[src/hdl/brs_regs.vh]
// register offsets, field positions, reset values and timing counts
`ifndef BRS_REGS_VH
`define BRS_REGS_VH

// ****************************************
// configuration offsets
// ****************************************
`define BRS_OFF_RESET_CONTROL 8'hD8
`define BRS_OFF_POWER_STATE 8'hE0
`define BRS_OFF_CHIP_CONTROL 8'hDC
`define BRS_OFF_COMMAND 8'h04
`define BRS_OFF_CACHE_LAT 8'h0C
`define BRS_OFF_BAR_FIRST 8'h10
`define BRS_OFF_BAR_LAST 8'h27

// ****************************************
// field positions and values
// ****************************************
`define BRS_RC_SEC_BIT 0
`define BRS_RC_CHIP_BIT 1
`define BRS_CC_LOCKOUT_BIT 0
`define BRS_PM_D0 2'h0
`define BRS_PM_D3 2'h3
`define BRS_STRAP_ARB 4
`define BRS_STRAP_CENTRAL 3
`define BRS_STRAP_SCLK 2
`define BRS_STRAP_SYNC 1
`define BRS_STRAP_LOCK 0
`define BRS_WORD_ZERO 32'h00000000

// ****************************************
// timing
// ****************************************
`define BRS_CHIP_RST_CYC 16'h0FA0
`define BRS_PRELOAD_CYC 16'h5910

`endif

[src/hdl/brs_preload.v]
// serial rom preload sequencer with write filter and timeout
`timescale 1ns/1ps
`include "brs_regs.vh"
module brs_preload #(
    parameter [15:0] LIMIT = 16'h5910
) (
    input wire sys_clk,           // system clock
    input wire reset_n,           // async reset, active low
    input wire start,             // one-cycle start pulse
    input wire rom_valid,         // rom engine offers a word
    input wire [7:0] rom_addr,    // target config offset
    input wire [31:0] rom_data,   // word to load
    input wire rom_done,          // rom engine finished image
    output reg rom_start_q,       // pulse asking rom engine to begin
    output reg busy_q,            // preload running
    output reg done_q,            // one-cycle pulse at end
    output reg wr_valid_q,        // filtered preload write
    output reg [7:0] wr_addr_q,   // write offset
    output reg [31:0] wr_data_q   // write data
);

reg [15:0] cnt_q;
reg allowed;

// ****************************************
// write filter
// ****************************************
// command, cache line / latency and bars stay for software
always @* begin
    allowed = 1'b1;
    if (rom_addr[7:2] == `BRS_OFF_COMMAND >> 2) begin
        allowed = 1'b0; // RQ13
    end
    if (rom_addr[7:2] == `BRS_OFF_CACHE_LAT >> 2) begin
        allowed = 1'b0; // RQ13
    end
    if (rom_addr >= `BRS_OFF_BAR_FIRST && rom_addr <= `BRS_OFF_BAR_LAST) begin
        allowed = 1'b0; // RQ13
    end
end

// ****************************************
// sequencer
// ****************************************
// run until the rom engine is done or the interval expires
always @(posedge sys_clk or negedge reset_n) begin
    if (!reset_n) begin
        cnt_q <= 16'h0000;
        busy_q <= 1'b0;
        done_q <= 1'b0;
        rom_start_q <= 1'b0;
        wr_valid_q <= 1'b0;
        wr_addr_q <= 8'h00;
        wr_data_q <= `BRS_WORD_ZERO;
    end else begin
        done_q <= 1'b0;
        rom_start_q <= 1'b0;
        wr_valid_q <= 1'b0;
        if (start) begin
            busy_q <= 1'b1; // RQ6
            rom_start_q <= 1'b1; // RQ11
            cnt_q <= 16'h0001;
        end else if (busy_q) begin
            cnt_q <= cnt_q + 16'h0001;
            if (rom_valid && allowed) begin
                wr_valid_q <= 1'b1; // RQ12
                wr_addr_q <= rom_addr;
                wr_data_q <= rom_data;
            end
            if (rom_done || cnt_q >= LIMIT) begin
                busy_q <= 1'b0; // RQ14
                done_q <= 1'b1;
            end
        end
    end
end

endmodule

[src/hdl/brs_timer.v]
// one-shot interval timer that pulses done a fixed count after start
`timescale 1ns/1ps
module brs_timer #(
    parameter [15:0] CYCLES = 16'h0FA0
) (
    input wire sys_clk,    // system clock
    input wire reset_n,    // async reset, active low
    input wire start,      // one-cycle start pulse
    output reg busy_q,     // interval running
    output reg done_q      // one-cycle pulse at end of interval
);

reg [15:0] cnt_q;

// ****************************************
// counter
// ****************************************
// count up from start; restart on a new start pulse
always @(posedge sys_clk or negedge reset_n) begin
    if (!reset_n) begin
        cnt_q <= 16'h0000;
        busy_q <= 1'b0;
        done_q <= 1'b0;
    end else begin
        done_q <= 1'b0;
        if (start) begin
            cnt_q <= 16'h0001;
            busy_q <= 1'b1;
        end else if (busy_q) begin
            if (cnt_q >= CYCLES) begin
                busy_q <= 1'b0;
                done_q <= 1'b1;
            end else begin
                cnt_q <= cnt_q + 16'h0001;
            end
        end
    end
end

endmodule

[src/hdl/brs_top.v]
// bridge reset, strap capture, preload and lockout sequencer
// Functional notes
// [RQ1] primary reset clears all state and holds secondary reset until release
// [RQ2] secondary reset output asserted under every reset source, released with it
// [RQ3] chip reset bit gives full reset plus preload, self-releasing near 100 us
// [RQ4] power state D3 to D0 gives full reset plus preload, about 100 us
// [RQ5] secondary reset bit resets secondary side and buffers only, no preload
// [RQ6] every reset except secondary bit starts preload after chip reset
// [RQ7] five straps latched at reset; arbiter and sync mode selected
// [RQ8] central strap low drives wide request and bus low during secondary reset
// [RQ9] secondary clock runs when strap high, held low otherwise
// [RQ10] strap sets primary lockout reset value; lockout retries primary config
// [RQ11] after chip reset and secondary release, serial rom read begins
// [RQ12] preload loads setup, id, control, arbiter, error and power fields
// [RQ13] preload never writes command, bars, cache line or latency registers
// [RQ14] every config access retried while preload runs, about 570 us
// [RQ15] lockout retries host side but local side still gets access
// [RQ16] local processor clears lockout bit when setup is finished
// [RQ17] local processor releases lockout within 2^25 primary clocks
// [RQ18] secondary reset is driven output; secondary bus cannot reset device
// [RQ19] after lockout clears host reaches primary and device registers
// [RQ20] auto release interval counted on primary clock
`timescale 1ns/1ps
`include "brs_regs.vh"
module brs_top #(
    parameter [15:0] PRELOAD_CYC = `BRS_PRELOAD_CYC
) (
    input wire sys_clk,                            // primary clock
    input wire reset_n,                            // primary bus reset
    input wire [4:0] primary_addr_data_straps,     // mode straps 7..3
    input wire cfg_req,                            // config access pulse
    input wire cfg_from_sec,                       // access from local side
    input wire cfg_we,                             // write when high
    input wire [7:0] cfg_addr,                     // config offset
    input wire [31:0] cfg_wdata,                   // write data
    input wire rom_valid,                          // rom word offered
    input wire [7:0] rom_addr,                     // rom word offset
    input wire [31:0] rom_data,                    // rom word data
    input wire rom_done,                           // rom image finished
    output reg cfg_ack_q,                          // access accepted
    output reg cfg_retry_q,                        // access gets retry
    output reg [31:0] cfg_rdata_q,                 // read data
    output wire rom_start_q,                       // start rom read pulse
    output wire pl_wr_valid_q,                     // preload write strobe
    output wire [7:0] pl_wr_addr_q,                // preload write offset
    output wire [31:0] pl_wr_data_q,               // preload write data
    output reg prim_sm_rst_q,                      // primary machine reset
    output reg sec_sm_rst_q,                       // secondary machine reset
    output reg reg_rst_q,                          // register reset
    output reg buf_rst_q,                          // data buffer reset
    output reg sec_rst_n_q,                        // secondary bus reset
    output reg secondary_wide_request_n_q,         // wide request, low
    output reg sec_park_oe_q,                      // drive bus lines low
    output reg sec_arb_en_q,                       // secondary arbiter on
    output reg sync_mode_q,                        // synchronous clocking
    output reg sec_clk_o_q,                        // secondary clock out
    output reg preload_busy_q,                     // preload running
    output reg lockout_q                           // primary lockout bit
);

// ****************************************
// states
// ****************************************
localparam [1:0] ST_LATCH = 2'b00;
localparam [1:0] ST_CHIP = 2'b01;
localparam [1:0] ST_PRELOAD = 2'b10;
localparam [1:0] ST_RUN = 2'b11;

reg [1:0] st_q;
reg [1:0] st_d;
reg [4:0] strap_q;
reg rc_sec_q;
reg rc_sec_d;
reg [31:0] pm_q;
reg [31:0] cc_q;
reg sclk_en_q;
reg central_q;
reg chip_go;
reg pl_go;
reg [31:0] rd_word;
wire cfg_ok;
wire wr_rc;
wire wr_pm;
wire wr_cc;
wire chip_req;
wire tmr_done;
wire pl_done;
wire sec_act_d;
wire chip_act_d;
wire central_now;
wire sclk_now;

// ****************************************
// access decode
// ****************************************
// only a settled bridge answers; lockout shuts out the host side
assign cfg_ok = cfg_req && (st_q == ST_RUN) && // RQ14
    (cfg_from_sec || !cc_q[`BRS_CC_LOCKOUT_BIT]); // RQ15 RQ19
assign wr_rc = cfg_ok && cfg_we && (cfg_addr == `BRS_OFF_RESET_CONTROL);
assign wr_pm = cfg_ok && cfg_we && (cfg_addr == `BRS_OFF_POWER_STATE);
assign wr_cc = cfg_ok && cfg_we && (cfg_addr == `BRS_OFF_CHIP_CONTROL);

// chip reset bit or power state D3 to D0 request a full reset
assign chip_req = (wr_rc && cfg_wdata[`BRS_RC_CHIP_BIT]) || // RQ3
    (wr_pm && pm_q[1:0] == `BRS_PM_D3 &&
    cfg_wdata[1:0] == `BRS_PM_D0); // RQ4

// ****************************************
// sequence
// ****************************************
// latch, preload, run; a chip reset goes from run to the chip reset interval, then preload
always @* begin
    st_d = st_q;
    chip_go = 1'b0;
    pl_go = 1'b0;
    case (st_q)
        ST_LATCH: begin
            st_d = ST_PRELOAD;
            pl_go = 1'b1; // RQ6
        end
        ST_CHIP: begin
            if (tmr_done) begin
                st_d = ST_PRELOAD;
                pl_go = 1'b1; // RQ6 RQ11
            end
        end
        ST_PRELOAD: begin
            if (pl_done) begin
                st_d = ST_RUN;
            end
        end
        ST_RUN: begin
            if (chip_req) begin
                st_d = ST_CHIP;
                chip_go = 1'b1;
            end
        end
        default: begin
            st_d = ST_LATCH;
        end
    endcase
end

// secondary reset bit; a chip reset clears it
always @* begin
    rc_sec_d = rc_sec_q;
    if (chip_go) begin
        rc_sec_d = 1'b0;
    end else if (wr_rc) begin
        rc_sec_d = cfg_wdata[`BRS_RC_SEC_BIT]; // RQ5
    end
end

// reset activity for the next cycle
assign chip_act_d = (st_d == ST_CHIP);
assign sec_act_d = chip_act_d || (st_q == ST_LATCH) || rc_sec_d; // RQ2

// straps are read live on the latch cycle, stored afterwards
assign central_now = (st_q == ST_LATCH) ?
    !primary_addr_data_straps[`BRS_STRAP_CENTRAL] : central_q;
assign sclk_now = (st_q == ST_LATCH) ?
    primary_addr_data_straps[`BRS_STRAP_SCLK] : sclk_en_q;

// ****************************************
// read mux
// ****************************************
always @* begin
    rd_word = `BRS_WORD_ZERO;
    case (cfg_addr)
        `BRS_OFF_RESET_CONTROL: begin
            rd_word[`BRS_RC_SEC_BIT] = rc_sec_q;
        end
        `BRS_OFF_POWER_STATE: begin
            rd_word = pm_q;
        end
        `BRS_OFF_CHIP_CONTROL: begin
            rd_word = cc_q;
        end
        default: begin
            rd_word = `BRS_WORD_ZERO;
        end
    endcase
end

// ****************************************
// state and registers
// ****************************************
// primary reset asserts every reset output and clears the state
always @(posedge sys_clk or negedge reset_n) begin
    if (!reset_n) begin
        st_q <= ST_LATCH; // RQ1
        strap_q <= 5'h00;
        central_q <= 1'b0;
        sclk_en_q <= 1'b0;
        rc_sec_q <= 1'b0;
        pm_q <= `BRS_WORD_ZERO;
        cc_q <= `BRS_WORD_ZERO;
        prim_sm_rst_q <= 1'b1; // RQ1
        sec_sm_rst_q <= 1'b1; // RQ1
        reg_rst_q <= 1'b1; // RQ1
        buf_rst_q <= 1'b1; // RQ1
        sec_rst_n_q <= 1'b0; // RQ1
        secondary_wide_request_n_q <= 1'b1;
        sec_park_oe_q <= 1'b0;
        sec_arb_en_q <= 1'b0;
        sync_mode_q <= 1'b0;
        sec_clk_o_q <= 1'b0;
        preload_busy_q <= 1'b0;
        lockout_q <= 1'b0;
        cfg_ack_q <= 1'b0;
        cfg_retry_q <= 1'b0;
        cfg_rdata_q <= `BRS_WORD_ZERO;
    end else begin
        st_q <= st_d;
        rc_sec_q <= rc_sec_d;
        // straps caught on the first edge after primary release
        if (st_q == ST_LATCH) begin
            strap_q <= primary_addr_data_straps; // RQ7
            central_q <= central_now;
            sclk_en_q <= sclk_now;
            sec_arb_en_q <= primary_addr_data_straps[`BRS_STRAP_ARB]; // RQ7
            sync_mode_q <= !primary_addr_data_straps[`BRS_STRAP_SYNC]; // RQ7
            cc_q[`BRS_CC_LOCKOUT_BIT] <=
                primary_addr_data_straps[`BRS_STRAP_LOCK]; // RQ10
        end
        // chip reset restores registers, lockout from stored strap
        if (chip_go) begin
            pm_q <= `BRS_WORD_ZERO; // RQ3 RQ4
            cc_q <= `BRS_WORD_ZERO;
            cc_q[`BRS_CC_LOCKOUT_BIT] <= strap_q[`BRS_STRAP_LOCK]; // RQ10
        end else if (pl_wr_valid_q) begin
            // preload fills local control and power capability fields
            if (pl_wr_addr_q == `BRS_OFF_CHIP_CONTROL) begin
                cc_q <= pl_wr_data_q; // RQ12
            end
            if (pl_wr_addr_q == `BRS_OFF_POWER_STATE) begin
                pm_q[31:2] <= pl_wr_data_q[31:2]; // RQ12
            end
        end else begin
            if (wr_pm) begin
                pm_q <= cfg_wdata;
            end
            if (wr_cc) begin
                cc_q <= cfg_wdata; // RQ16
            end
        end
        // reset outputs follow the next state
        prim_sm_rst_q <= chip_act_d; // RQ3 RQ4
        reg_rst_q <= chip_act_d;
        sec_sm_rst_q <= chip_act_d || rc_sec_d; // RQ5
        buf_rst_q <= chip_act_d || rc_sec_d; // RQ5
        sec_rst_n_q <= !sec_act_d; // RQ2 RQ18
        // central function parks the secondary bus during its reset
        secondary_wide_request_n_q <= !(central_now && sec_act_d); // RQ8
        sec_park_oe_q <= central_now && sec_act_d; // RQ8
        // divided secondary clock, held low when strapped off
        sec_clk_o_q <= sclk_now ? !sec_clk_o_q : 1'b0; // RQ9
        preload_busy_q <= (st_d == ST_PRELOAD); // RQ14
        lockout_q <= (st_q == ST_LATCH) ?
            primary_addr_data_straps[`BRS_STRAP_LOCK] :
            cc_q[`BRS_CC_LOCKOUT_BIT];
        // one-cycle answer to every access
        cfg_ack_q <= cfg_ok;
        cfg_retry_q <= cfg_req && !cfg_ok; // RQ14 RQ15
        cfg_rdata_q <= (cfg_ok && !cfg_we) ? rd_word : `BRS_WORD_ZERO;
    end
end

// ****************************************
// submodules
// ****************************************
// self-releasing chip reset interval on the primary clock
brs_timer #(
    .CYCLES(`BRS_CHIP_RST_CYC) // RQ20
) u_chip_tmr (
    .sys_clk(sys_clk),
    .reset_n(reset_n),
    .start(chip_go),
    .busy_q(),
    .done_q(tmr_done)
);

// serial rom preload with write filter
brs_preload #(
    .LIMIT(PRELOAD_CYC)
) u_preload (
    .sys_clk(sys_clk),
    .reset_n(reset_n),
    .start(pl_go),
    .rom_valid(rom_valid),
    .rom_addr(rom_addr),
    .rom_data(rom_data),
    .rom_done(rom_done),
    .rom_start_q(rom_start_q),
    .busy_q(),
    .done_q(pl_done),
    .wr_valid_q(pl_wr_valid_q),
    .wr_addr_q(pl_wr_addr_q),
    .wr_data_q(pl_wr_data_q)
);

endmodule
[config.mk]
export PLATFORM = sky130hd
export DESIGN_NAME = brs_top
export DESIGN_NICKNAME = d
export VERILOG_FILES = /design/src/hdl/brs_preload.v /design/src/hdl/brs_timer.v /design/src/hdl/brs_top.v
export VERILOG_INCLUDE_DIRS = /design/src /design/src/hdl
export SDC_FILE = /design/constraint.sdc
export NUM_CORES = 1
export LEC_CHECK = 0
export BUFFER_PORTS_ARGS = -buffer_cell sky130_fd_sc_hd__buf_2
export CELL_PAD_IN_SITES_DETAIL_PLACEMENT = 1
export CELL_PAD_IN_SITES_GLOBAL_PLACEMENT = 1
export CORE_UTILIZATION = 40
export CTS_CLUSTER_DIAMETER = 150
export CTS_CLUSTER_SIZE = 14
export DETAILED_ROUTE_END_ITERATION = 10
export PLACE_DENSITY_LB_ADDON = 0.1
export SETUP_SLACK_MARGIN = 0.1
export SLEW_MARGIN = 5
export SYNTH_ARGS = -nofsm -noshare
export SYNTH_HDL_FRONTEND = slang
export SYNTH_SLANG_ARGS = --single-unit
[constraint.sdc]
create_clock -name sys_clk -period 3.5 [get_ports sys_clk]
set_input_delay 0.35 -clock sys_clk [delete_from_list [all_inputs] [get_ports sys_clk]]
set_output_delay 0.35 -clock sys_clk [all_outputs]
set_load 0.02 [all_outputs]
# == Word level (Yosys, flattened, before mapping) ==
# Cells that the tools add are included.
# word_totals
regBits,192
output_inout_bits,88
in_bits,92
wordCells,146
# op_classes
n_mux,50
n_lt_le_gt_ge,4
reduce_logical,40
n_eq_ne,17
bitwise,1
n_addsub,2
# ops
cell,n
32-bit two-way mux,7
16-bit two-way mux,5
31-bit case mux with 2 select lines,1
30-bit two-way mux,2
"8-bit equality test, second input constant",5
"16-bit by 1-bit adder with 16-bit output, second input constant",2
1-bit two-way mux,28
"16-bit by 12-bit >= comparator with 1-bit output, second input constant",1
"16-bit by 15-bit >= comparator with 1-bit output, second input constant",1
1-bit logical AND,14
"2-bit equality test, second input constant",4
"8-bit by 5-bit >= comparator with 1-bit output, second input constant",1
"8-bit by 6-bit less-or-equal comparator with 1-bit output, second input constant",1
1-bit zero test,8
2-bit two-way mux,4
2-bit case mux with 4 select lines,1
2-bit AND reduction,4
"6-bit by 1-bit equality test with 1-bit output, second input constant",1
"6-bit by 2-bit equality test with 1-bit output, second input constant",1
1-bit logical OR,6
"3-bit inequality test, second input constant",2
2-bit nonzero test,3
3-bit nonzero test,2
"2-bit by 1-bit equality test with 1-bit output, second input constant",2
other kinds (6),8

# == Logic depth before layout (Yosys ltp) ==
# Gate-level depths: netlist of run 1.
# depth
ltp_word,15
mapped_depth,8
depth_no_buf,5

# == Hierarchy ==
# From an unflattened synthesis of run 1, not the netlist that was laid out.
# hier_totals
cells_unflattened,777
hier_area_um2,8698.3
# modules_own_cells
mod,cells_per_inst,n_inst,area_each_um2
brs_top,506,1,5297.6
brs_preload,191,1,2543.7
brs_timer,80,1,857.1

# == Worst setup path before layout of run 1 ==
# OpenSTA, ideal clock, no wires.
# synth_path
path_kind,reg2reg
from,reg u_preload.wr_addr_q[3]
to,reg pm_q[21]
arrival_ps,1671
synth_period_minus_slack_ps,1758
stages_incl_launch_ff,6
n_path_buf,1
setup_time_ps,87
setup_slack_ps,1742
path_cell_list,dfrtp_1 > or4b_1 > o2bb2ai_2 > buf_6 > nor2_1 > a211oi_2
# synth_between
elab_chain_len,3
# synth_rtl
element,line,source
"start, declared",brs_preload.v:18,"output reg [7:0] wr_addr_q,"
"start signal, assigned",brs_preload.v:67,wr_addr_q <= rom_addr;
8-bit equality test (no line),--,
3-bit inequality test (no line),--,
2-bit AND reduction (no line),--,
"end signal, assigned",brs_top.v:196,pm_q <= `BRS_WORD_ZERO;
"end signal, assigned",brs_top.v:228,pm_q <= `BRS_WORD_ZERO;
"end signal, assigned",brs_top.v:237,pm_q[31:2] <= pl_wr_data_q[31:2];
"end, declared",brs_top.v:74,reg [31:0] pm_q;
# No other way between the ends.
# A chain may end at the register's enable or synchronous reset.

# == Worst setup path in the final report of run 1 ==
# layout_path
from,reg st_q[0]
to,reg cc_q[24]
# layout_between
elab_chain_len,12
# layout_rtl
element,line,source
"start, declared",brs_top.v:69,reg [1:0] st_q;
"start signal, assigned",brs_top.v:214,st_q <= st_d;
2-bit equality test (*),"brs_top.v:97, brs_top.v:116",
1-bit logical AND (2 in series),brs_top.v:97,assign cfg_ok = cfg_req && (st_q == ST_RUN) &&
1-bit logical AND,"brs_top.v:99, brs_top.v:100, brs_top.v:101",
1-bit logical AND,brs_top.v:100,assign wr_pm = cfg_ok && cfg_we && (cfg_addr == `BRS_OFF_POWER_STATE);
1-bit logical AND (no line) (2 in series),--,
1-bit logical OR,brs_top.v:104,assign chip_req = (wr_rc && cfg_wdata[`BRS_RC_CHIP_BIT]) ||
1-bit two-way mux,brs_top.v:133,if (chip_req) begin
1-bit two-way mux,brs_top.v:116,case (st_q)
3-bit inequality test (no line) or 3-bit nonzero test (tied branches),--,
2-bit AND reduction (no line),--,
"end signal, assigned",brs_top.v:197,cc_q <= `BRS_WORD_ZERO;
"end signal, assigned by index",brs_top.v:223,cc_q[`BRS_CC_LOCKOUT_BIT] <=
"end signal, assigned",brs_top.v:229,cc_q <= `BRS_WORD_ZERO;
"end, declared",brs_top.v:75,reg [31:0] cc_q;
# Mark *: on every way between the ends. The rest lies on a longest branch, timed or not.

==> results of run 1 <==
## cells by family after synthesis
kind of cell | synth area share, %
AO/OA/AOI/OAI | 15.3
AND/OR/NAND/NOR | 13.3
buffers and inverters | 4.00
adder cells (fa/ha/maj) | 0.577
multiplexers | 9.40
XOR/XNOR | 1.92
flip-flops | 55.5
## sequential cells by signal, summed over array words and instances, names as in the netlist, 2 cells and up
| name | flops |
|---|---|
| cc_q | 32 |
| cfg_rdata_q | 32 |
| pm_q | 32 |
| u_preload.wr_data_q | 32 |
| u_chip_tmr.cnt_q | 16 |
| u_preload.cnt_q | 16 |
| u_preload.wr_addr_q | 8 |
| st_q | 2 |
## power breakdown
group,internal [mW],switching (mW)
registers,2.24,0.0107
clock network,1.22,0.869
logic,0.0688,0.105
total,3.53,0.985
## metrics by stage
step / area [um^2] / cells / power [mW] / worst slack (ns)
floorplan: 8670 / 762 / 2.34 / 1.74
global placement: 9810 / 1180 / 2.46 / 1.06
detailed placement: 9810 / 1180 / 2.47 / 0.982
CTS: 10400 / 1212 / 4.56 / 0.940
global route: 10400 / 1212 / 4.66 / 0.742
finish: 10400 / 1213 / 4.51 / 0.916
## synthesized netlist by cell type, drive strengths merged, types with 2 or more instances
master and n:
buf 34, o32a 9, mux2 43, and2 8, or3 6, a211oi 30
nor2b 2, a22oi 54, or2 2, a21oi 33, o211ai 4, nand4 5
nand3b 2, clkbuf 17, nor4 11, dfstp 3, xnor2 16, and4 2
inv 19, nor2 112, nand2b 3, ha 4, nor3b 3, and3b 2
nor3 5, mux2i 33, o21ai 24, dfrtp 189, o31ai 3, and3 5
xor2 3, nand3 16, nand2 42
## final timing paths
kind	to	slack, ns
worst min-delay path	u_preload.wr_data_q[12]	0.009
worst min register to register	sec_clk_o_q	0.44
worst max register to register	cc_q[24]	0.92
worst max-delay path	cc_q[24]	0.92
max in group asynchronous	buf_rst_q	2.57
min in group sys_clk	sync_mode_q	0.09
## area by class of cell
| cell class | instances | area (um^2) |
|---|---|---|
| Timing Repair Buffer | 194 | 1040 |
| Inverter | 19 | 71.3 |
| Antenna cell | 1 | 2.50 |
| Clock buffer | 21 | 450 |
| Fill cell | 2303 | 10700 |
| Tap cell | 275 | 344 |
| Clock inverter | 11 | 176 |
| Multi-Input combinational cell | 500 | 3540 |
| Sequential cell | 192 | 4810 |
## layer usage
metal  routed length, um  GRT usage (%)  share of wire [%]
met5                   0              0                  0
met3                1140           4.92                4.6
met1               10900           29.9                 44
met4                 476           8.27                1.9
met2               12300           40.0                 50
## cells in the final DEF (no fill, tap or decap), drive strengths merged, types with 4 or more instances in the layout
| master | synthesis | routed |
|---|---|---|
| and2 | 8 | 8 |
| nor2 | 112 | 112 |
| inv | 19 | 22 |
| xnor2 | 16 | 16 |
| o32a | 9 | 9 |
| mux2 | 43 | 43 |
| nand2 | 42 | 42 |
| bufinv | 0 | 4 |
| a211oi | 30 | 30 |
| nand4 | 5 | 5 |
| mux2i | 33 | 33 |
| nand3 | 16 | 16 |
| a21oi | 33 | 33 |
| or3 | 6 | 6 |
| o211ai | 4 | 4 |
| o21ai | 24 | 24 |
| and3 | 5 | 5 |
| dfrtp | 189 | 189 |
| a22oi | 54 | 54 |
| buf | 34 | 193 |
| nor4 | 11 | 11 |
| nor3 | 5 | 5 |
| ha | 4 | 4 |
| clkbuf | 17 | 22 |
==> flow_summary.toml, run 1 <==
[run_status]
outcome = "complete, no violations"

[floorplanning]
coreArea_mm2 = 0.0212
floorplan.io_pins = 180
die_width_um = 149
initial_utilization_pct = 41.0
die_area_mm2 = 0.0223
floorplan.die.height_um = 149
fp-row-count = 53

[cts]
clock_sink_count = 192
cts.repair.resized = 0
clock_insertion_delay_at_the_later_pin_of_the_skew_report_ns = 0.44
h-tree-depth = 4
max-clock-path-buffers = 2
cts_tree = "done"
worst_setup_hold_path_clk_slew_ns = 0.07
ctsHoldBuffers = 0
ctsRootBufferMaster = "sky130_fd_sc_hd__clkbuf_16"
number_of_buffers_inserted_during_clock_tree_synthesis = 17
postCtsSetupRepairBufs = 0

[grt]
largest_net_degree_at_the_start_of_global_routing = 106
grt_pass1_vias = 7464
globalRouteOverflowTotal = 0
first_pass_grt_wire_length_mm = 40.2
track_usage_pct = 23.6
grt_antenna_before_repair = 1

[drt]
detail_route.drc_violations = 0
average_vias_per_placed_instance = 5.47
routedWlPerCell_um = 20.5
ant_nets = 0
drt-pass1-iter-count = 4
wl_mm = 24.8
vias = 6641
dr.first_iter.drc_count = 289

[sta]
clock-skew-final_ns = 0.0142
setup_viol = 0
worst_hold_slack_ns = 0.00889
rsz0062_at_grt = "no"
max_transition_viols_final = 0
maxClockFrequency_mhz = 387
final_hold_vio_count = 0
final_total_negative_setup_slack_ns = 0
timing.final.crit_share_pct = 73.8
final_critical_path_time_including_i_o_delays_and_setup_ns = 2.58
maxSlewHeadroom_pct = 36.9
tightest_slew_ns = 0.945

[logic_synthesis]
gate_count_after_technology_mapping = 762
postSynthAreaPerCell_um2 = 11.4
yosys_reg_bits = 192
postSynth.asyncResetShare_pct = 100
synth.yosys.seq_area_share_pct = 55.5
count_of_flip_flops_with_a_built_in_enable_after_synthesis = 0
synth_area_mm2 = 0.00867
synth_largest_type_area_fraction_pct = 54.6
synth_warnings = 0
yosysUniqueCellTypes = 61
synth_area_leaders = "sky130_fd_sc_hd__dfrtp_1 55%, sky130_fd_sc_hd__mux2_2 5.5%, sky130_fd_sc_hd__nor2_1 4.8%"
synth_ff_type = "sky130_fd_sc_hd__dfrtp_1"
synth_top_cell_by_area = "sky130_fd_sc_hd__dfrtp_1"
synth_fp_nets = 858

[critical_path]
worst_path_cell_chain = "nand3_1, or4_4, nor2_4, buf_4, o32a_1, nor2_1"
required_ns = 3.82
origin_of_the_worst_setup_path = "st_q[0]"
worstSetupPathType = "reg -> reg"
critical_path.endpoint_type = "flop"
critical-path-top-delay-family = "simple AND/OR/NAND/NOR gates"
crit_arrival_ns = 2.90
r2r-start = "st_q[0]"
reg2reg_depth = 6
crit_path_top_delay_cell = "sky130_fd_sc_hd__nor2_4"
critical_path_peak_fanout = 21
cpPeakStageDelay_ns = 0.59
path_buf_inv = 1
kind_of_launch_point_of_the_worst_setup_path = "flop"
critical_path_depth = 6

[min_path]
min_path_type = "in -> async"

[pwr]
static_leakage_nw = 4.82
worst_ir_drop_vdd_mv = 0.323
power_density_cells_mw_per_mm2 = 432

[final_layout]
syn2layout_area_growth_pct = 20.4
drive_gt1_share_pct = 33.8
finalCoreUtilization_pct = 49.3
fin_nets = 1020

[run]
max_cap_violations = 0

[placed_design]
replace_congestion = 0.793
dp.final_hpwl_mm = 16.8
port_buffers = 179
Note: power is estimated with default switching activity, not from simulation.
==> inputs of run 2 (changes only) <==
Settings changed: CORE_UTILIZATION 40 to 39.
Clock period 3.5 ns to 2.28 ns, I/O delays scaled along.
==> run 2 against run 1 <==
  * Combinational power up 59%
  * Register-to-register slack worse by 0.58 ns
  * Setup slack worse by 0.64 ns
  * Design area up 0.84%
  * Critical path depth down 4
  * Clock power up 31%
  * Sequential power up 53%
  * Largest power group unchanged
  * Count of clock-buffer cells in the layout up 1
  * Final cell count up 1.2%
  * Core utilization down 1.1 points
  * Non-clock buffer count up 12
==> flow_summary.toml, run 2 (synthesis gave the netlist of run 1 again) <==
[pwr]
overall_power_after_layout_mw = 6.46
static_leakage_nw = 4.85
power_frac_seq_pct = 53.4
combinationalPowerShare_pct = 4.3
cell_internal_pwr_mw = 4.99
power.share.clock_pct = 42.4
netSwitchingFraction_pct = 22.7
switching_power_mw = 1.47
power_density_cells_mw_per_mm2 = 614
worst_ir_drop_vdd_mv = 0.445

[drt]
ant_nets = 0
vias = 6697
wl_mm = 24.9
routedWlPerCell_um = 20.3
average_vias_per_placed_instance = 5.45
dr.first_iter.drc_count = 270
drt-pass1-iter-count = 6
detail_route.drc_violations = 0

[cts]
worst_setup_hold_path_clk_slew_ns = 0.07
max-clock-path-buffers = 2
cts_tree = "done"
clock_sink_count = 192
number_of_buffers_inserted_during_clock_tree_synthesis = 17
clock_insertion_delay_at_the_later_pin_of_the_skew_report_ns = 0.43
cts.repair.resized = 0
h-tree-depth = 4
ctsRootBufferMaster = "sky130_fd_sc_hd__clkbuf_16"

[critical_path]
kind_of_launch_point_of_the_worst_setup_path = "flop"
critical_path_peak_fanout = 40
required_ns = 2.05
critical_path.endpoint_type = "primary output"
rrSetupSlack_ns = 0.34
worstSetupPathType = "reg -> out"
crit_arrival_ns = 1.78

[sta]
finalWorstSetupSlack_ns = 0.272
tightest_slew_ns = 0.775
rsz0062_at_grt = "no"
maxClockFrequency_mhz = 498
maxSlewHeadroom_pct = 48.3
worst_hold_slack_ns = 0.0245
final_critical_path_time_including_i_o_delays_and_setup_ns = 2.01
final_hold_vio_count = 0
timing.final.crit_share_pct = 88.0
clock-skew-final_ns = 0.00873
final_total_negative_setup_slack_ns = 0
max_transition_viols_final = 0
setup_viol = 0

[placed_design]
port_buffers = 179
dp.final_hpwl_mm = 16.7
pre_cts_slack_ns = 0.162
placed_cell_area_mm2 = 0.00996
replace_congestion = 0.812
place_inst = 1193

[floorplanning]
fp-row-count = 54
die_area_mm2 = 0.0228
floorplan.io_pins = 180
coreArea_mm2 = 0.0218
die_width_um = 151
initial_utilization_pct = 39.7
floorplan.die.height_um = 151

[final_layout]
final_cell_mix = "188 x sky130_fd_sc_hd__dfrtp_1, 178 x sky130_fd_sc_hd__buf_2, 111 x sky130_fd_sc_hd__nor2_1, 54 x sky130_fd_sc_hd__a22oi_1"
post_route_non_filler_standard_cell_count = 1228
multiInputGateArea_mm2 = 0.00354
syn2layout_area_growth_pct = 21.5
finalCoreUtilization_pct = 48.2
insertedDiodeCount = 0
mostFrequentLayoutCell = "sky130_fd_sc_hd__dfrtp_1"
final_cell_area_mm2 = 0.0105
n_fill_cell = 2389
fin_nets = 1032
drive_gt1_share_pct = 34.3
storage_element_area_mm2 = 0.00481

[grt]
grt_pass1_vias = 7247
grt_antenna_before_repair = 0
first_pass_grt_wire_length_mm = 39.3
largest_net_degree_at_the_start_of_global_routing = 75
globalRouteOverflowTotal = 0
track_usage_pct = 22.8

[min_path]
min_path_type = "in -> reg"

[run_status]
outcome = "complete, no violations"

[run]
max_cap_violations = 0
run 2: changes by cell type in the layout (fill, tap and decap cells not counted), sizes merged:
cell         delta
dlygate4sd3     +3
inv             -2
clkbuf          +1
diode           -1
clkinvlp        +4
bufinv          -4
buf             +9
run 2: cell type report:
cell class	count	share of cell area, %
flip-flops and latches	192	45.7
repair buffers	206	11.7
inverters	19	0.678
multi-input cells	500	33.7
clock buffers	22	4.41
well taps	280	3.33
clock inverters	9	0.582
run 2: path summary, 6_finish.rpt:
| kind | startpoint | to | depth (start not counted) |
|---|---|---|---|
| max reg2reg | cc_q[0] | cc_q[0] | 5 |
| min | rom_data[26] | u_preload.wr_data_q[26] | 2 |
| max in group asynchronous | reset_n | pm_q[1] | 3 |
| min reg2reg | sec_clk_o_q | sec_clk_o_q | 1 |
| min in group asynchronous | reset_n | u_preload.wr_data_q[11] | 2 |
| max | u_preload.wr_valid_q | pl_wr_valid_q | 2 |
run 2: repair_timing:
item                                   4_1_cts  5_1_grt
setup endpoints to repair                    0       12
hold buffers                                 3        0
endpoints found under the hold margin       72        0
setup buffers                                0        1
run 2: power groups by stage:
stage	clock network [mW]	registers [mW]	logic, mW
after floorplan	0	3.51	0.0762
after global placement	0	3.51	0.267
after detailed placement	0	3.51	0.279
after CTS	2.81	3.45	0.284
after global routing	2.92	3.45	0.311
final	2.74	3.45	0.277
run 2: worst max-delay path, cell delays in order, from the launching register on:
cell and delay [ns]:
sky130_fd_sc_hd__dfrtp_2 0.41, sky130_fd_sc_hd__buf_4 0.60, sky130_fd_sc_hd__buf_2 0.29
run 2: layer usage:
layer  vias to the layer above  part of all wire, %  GRT usage [%]
met4                         0                  1.5           7.40
met2                       169                   50           39.7
li1                       3070                    -              -
met5                         -                    0              0
met1                      3433                   45           28.8
met3                        25                  4.2           3.80
==> inputs of run 3 (changes only) <==
Settings changed: CORE_UTILIZATION 39 to 30.
==> run 3 against run 2 <==
  * Global-route usage decreased by 5.2 points
  * Largest cell class unchanged
  * Wire length fell by 0.20%
  * Final cell count increased by 9.1%
  * Largest power group unchanged
  * Sequential cell count did not move
  * Critical path type is now reg -> reg
  * Count of clock-buffer cells in the layout is 5 lower
  * Fmax is 3.4% higher
==> flow_summary.toml, run 3 (synthesis gave the netlist of run 1 again) <==
[sta]
maxClockFrequency_mhz = 515
setup_viol = 0
final_total_negative_setup_slack_ns = 0
tightest_slew_ns = 0.547
timing.final.crit_share_pct = 85.1
final_hold_vio_count = 0
rsz0062_at_grt = "no"
final_critical_path_time_including_i_o_delays_and_setup_ns = 1.94
max_transition_viols_final = 0
finalWorstSetupSlack_ns = 0.339
maxSlewHeadroom_pct = 63.4
clock-skew-final_ns = 0.0127

[critical_path]
worstSetupPathType = "reg -> reg"
critical_path.endpoint_type = "flop"
kind_of_launch_point_of_the_worst_setup_path = "flop"
required_ns = 2.60
regToRegEndpoint = "u_preload.wr_data_q[13]"
crit_arrival_ns = 2.26
reg2reg_depth = 6
rrSetupSlack_ns = 0.34
r2r-start = "u_chip_tmr.done_q"
critical_path_peak_fanout = 28

[floorplanning]
floorplan.die.height_um = 172
coreArea_mm2 = 0.0281
die_width_um = 172
die_area_mm2 = 0.0296
floorplan.io_pins = 180
fp-row-count = 61
initial_utilization_pct = 30.9

[cts]
cts.repair.resized = 0
cts_tree = "done"
worst_setup_hold_path_clk_slew_ns = 0.07
postCtsSetupRepairBufs = 0
max-clock-path-buffers = 2
clock_sink_count = 192
clock_insertion_delay_at_the_later_pin_of_the_skew_report_ns = 0.43
ctsRootBufferMaster = "sky130_fd_sc_hd__clkbuf_16"
ctsHoldBuffers = 11
h-tree-depth = 4
number_of_buffers_inserted_during_clock_tree_synthesis = 17

[placed_design]
dp.final_hpwl_mm = 17.2
pre_cts_slack_ns = 0.311
placed_cell_area_mm2 = 0.0102
replace_congestion = 0.751
port_buffers = 179

[run_status]
outcome = "complete, no violations"

[final_layout]
final_cell_area_mm2 = 0.0108
fin_nets = 1046
insertedDiodeCount = 0
drive_gt1_share_pct = 34.7
mostFrequentLayoutCell = "sky130_fd_sc_hd__dfrtp_1"
final_cell_mix = "188 x sky130_fd_sc_hd__dfrtp_1, 178 x sky130_fd_sc_hd__buf_2, 111 x sky130_fd_sc_hd__nor2_1, 54 x sky130_fd_sc_hd__a22oi_1"
n_fill_cell = 3169
syn2layout_area_growth_pct = 25.0

[grt]
grt_pass1_vias = 6933
grt_antenna_before_repair = 1
first_pass_grt_wire_length_mm = 39.4
grt-busiest-layer = "met2"
largest_net_degree_at_the_start_of_global_routing = 61
grtUsageMet2_pct = 29.5
track_usage_pct = 17.6
global_routing_met1_resource_utilization_pct = 23.3
globalRouteOverflowTotal = 0
global_route.usage.met3_pct = 3.30

[drt]
average_vias_per_placed_instance = 4.87
routedWlPerCell_um = 18.6
drt-pass1-iter-count = 4
dr.first_iter.drc_count = 214
ant_nets = 0
vias = 6527
detail_route.drc_violations = 0
wl_mm = 24.9

[min_path]
min_path_type = "in -> reg"
timing.hold.worst_path_depth = 2
hold_path_end = "u_preload.wr_data_q[28]"
hold_path_startpoint = "rom_data[28]"

[pwr]
netSwitchingFraction_pct = 24.8
power_density_cells_mw_per_mm2 = 616
combinationalPowerShare_pct = 4.2
cell_internal_pwr_mw = 5.01
static_leakage_nw = 4.95
worst_ir_drop_vdd_mv = 0.281
switching_power_mw = 1.66
power_frac_seq_pct = 51.7
power.share.clock_pct = 44.1

[run]
max_cap_violations = 0
[run 3: final cells by class]
cell class	instances	area (um^2)	share of cell area, %
sequential	192	4810	44.4
clock inverter	14	145	1.34
multi-input combinational	500	3540	32.7
clock buffer	17	425	3.93
timing repair buffer	220	1370	12.6
tap	378	473	4.37
inverter	19	71.3	0.658
[run 3: critical path, cell delays in order (launching register included)]
cell and delay, ns:
sky130_fd_sc_hd__dfrtp_1 0.40, sky130_fd_sc_hd__nand2b_1 0.16, sky130_fd_sc_hd__and2_1 0.17, sky130_fd_sc_hd__nand3b_1 0.19, sky130_fd_sc_hd__a21oi_4 0.29, sky130_fd_sc_hd__buf_12 0.24
sky130_fd_sc_hd__mux2_2 0.35
[run 3: per-stage QoR]
step                cells  total power [mW]  hold slack (ns)  utilization (%)
floorplan             762              3.59          -0.0676                -
global placement     1298              3.79            0.267             36.1
finish               1340              6.67           0.0191             38.6
CTS                  1340              6.80         0.000298             38.6
detailed placement   1298              3.79            0.267             36.1
global route         1340              6.93          0.00575             38.6
[run 3: layer usage]
metal / share of wire, % / wire length, um
met1: 47 / 11700
met2: 48 / 11900
met3: 4.1 / 1020
met4: 0.95 / 235
met5: 0.052 / 13
[run 3: power groups by stage]
stage | logic, mW | registers [mW] | clock network, mW
detailed placement | 0.278 | 3.51 | 0
CTS | 0.294 | 3.45 | 3.06
floorplan | 0.0762 | 3.51 | 0
global route | 0.321 | 3.45 | 3.16
finish | 0.283 | 3.45 | 2.94
global placement | 0.277 | 3.51 | 0
[run 3: how the worst max path moves through the flow]
stage	start	end	slack, ns	cells past startpoint
after floorplan	u_preload.wr_addr_q[3]	pm_q[21]	0.52	5
final	u_chip_tmr.done_q	u_preload.wr_data_q[13]	0.34	6
after global placement	u_chip_tmr.done_q	u_preload.wr_data_q[21]	0.36	6
after detailed placement	u_chip_tmr.done_q	u_preload.wr_data_q[17]	0.31	6
after CTS	u_preload.wr_valid_q	cc_q[6]	0.31	6
after global routing	u_preload.wr_valid_q	cc_q[6]	0.18	6
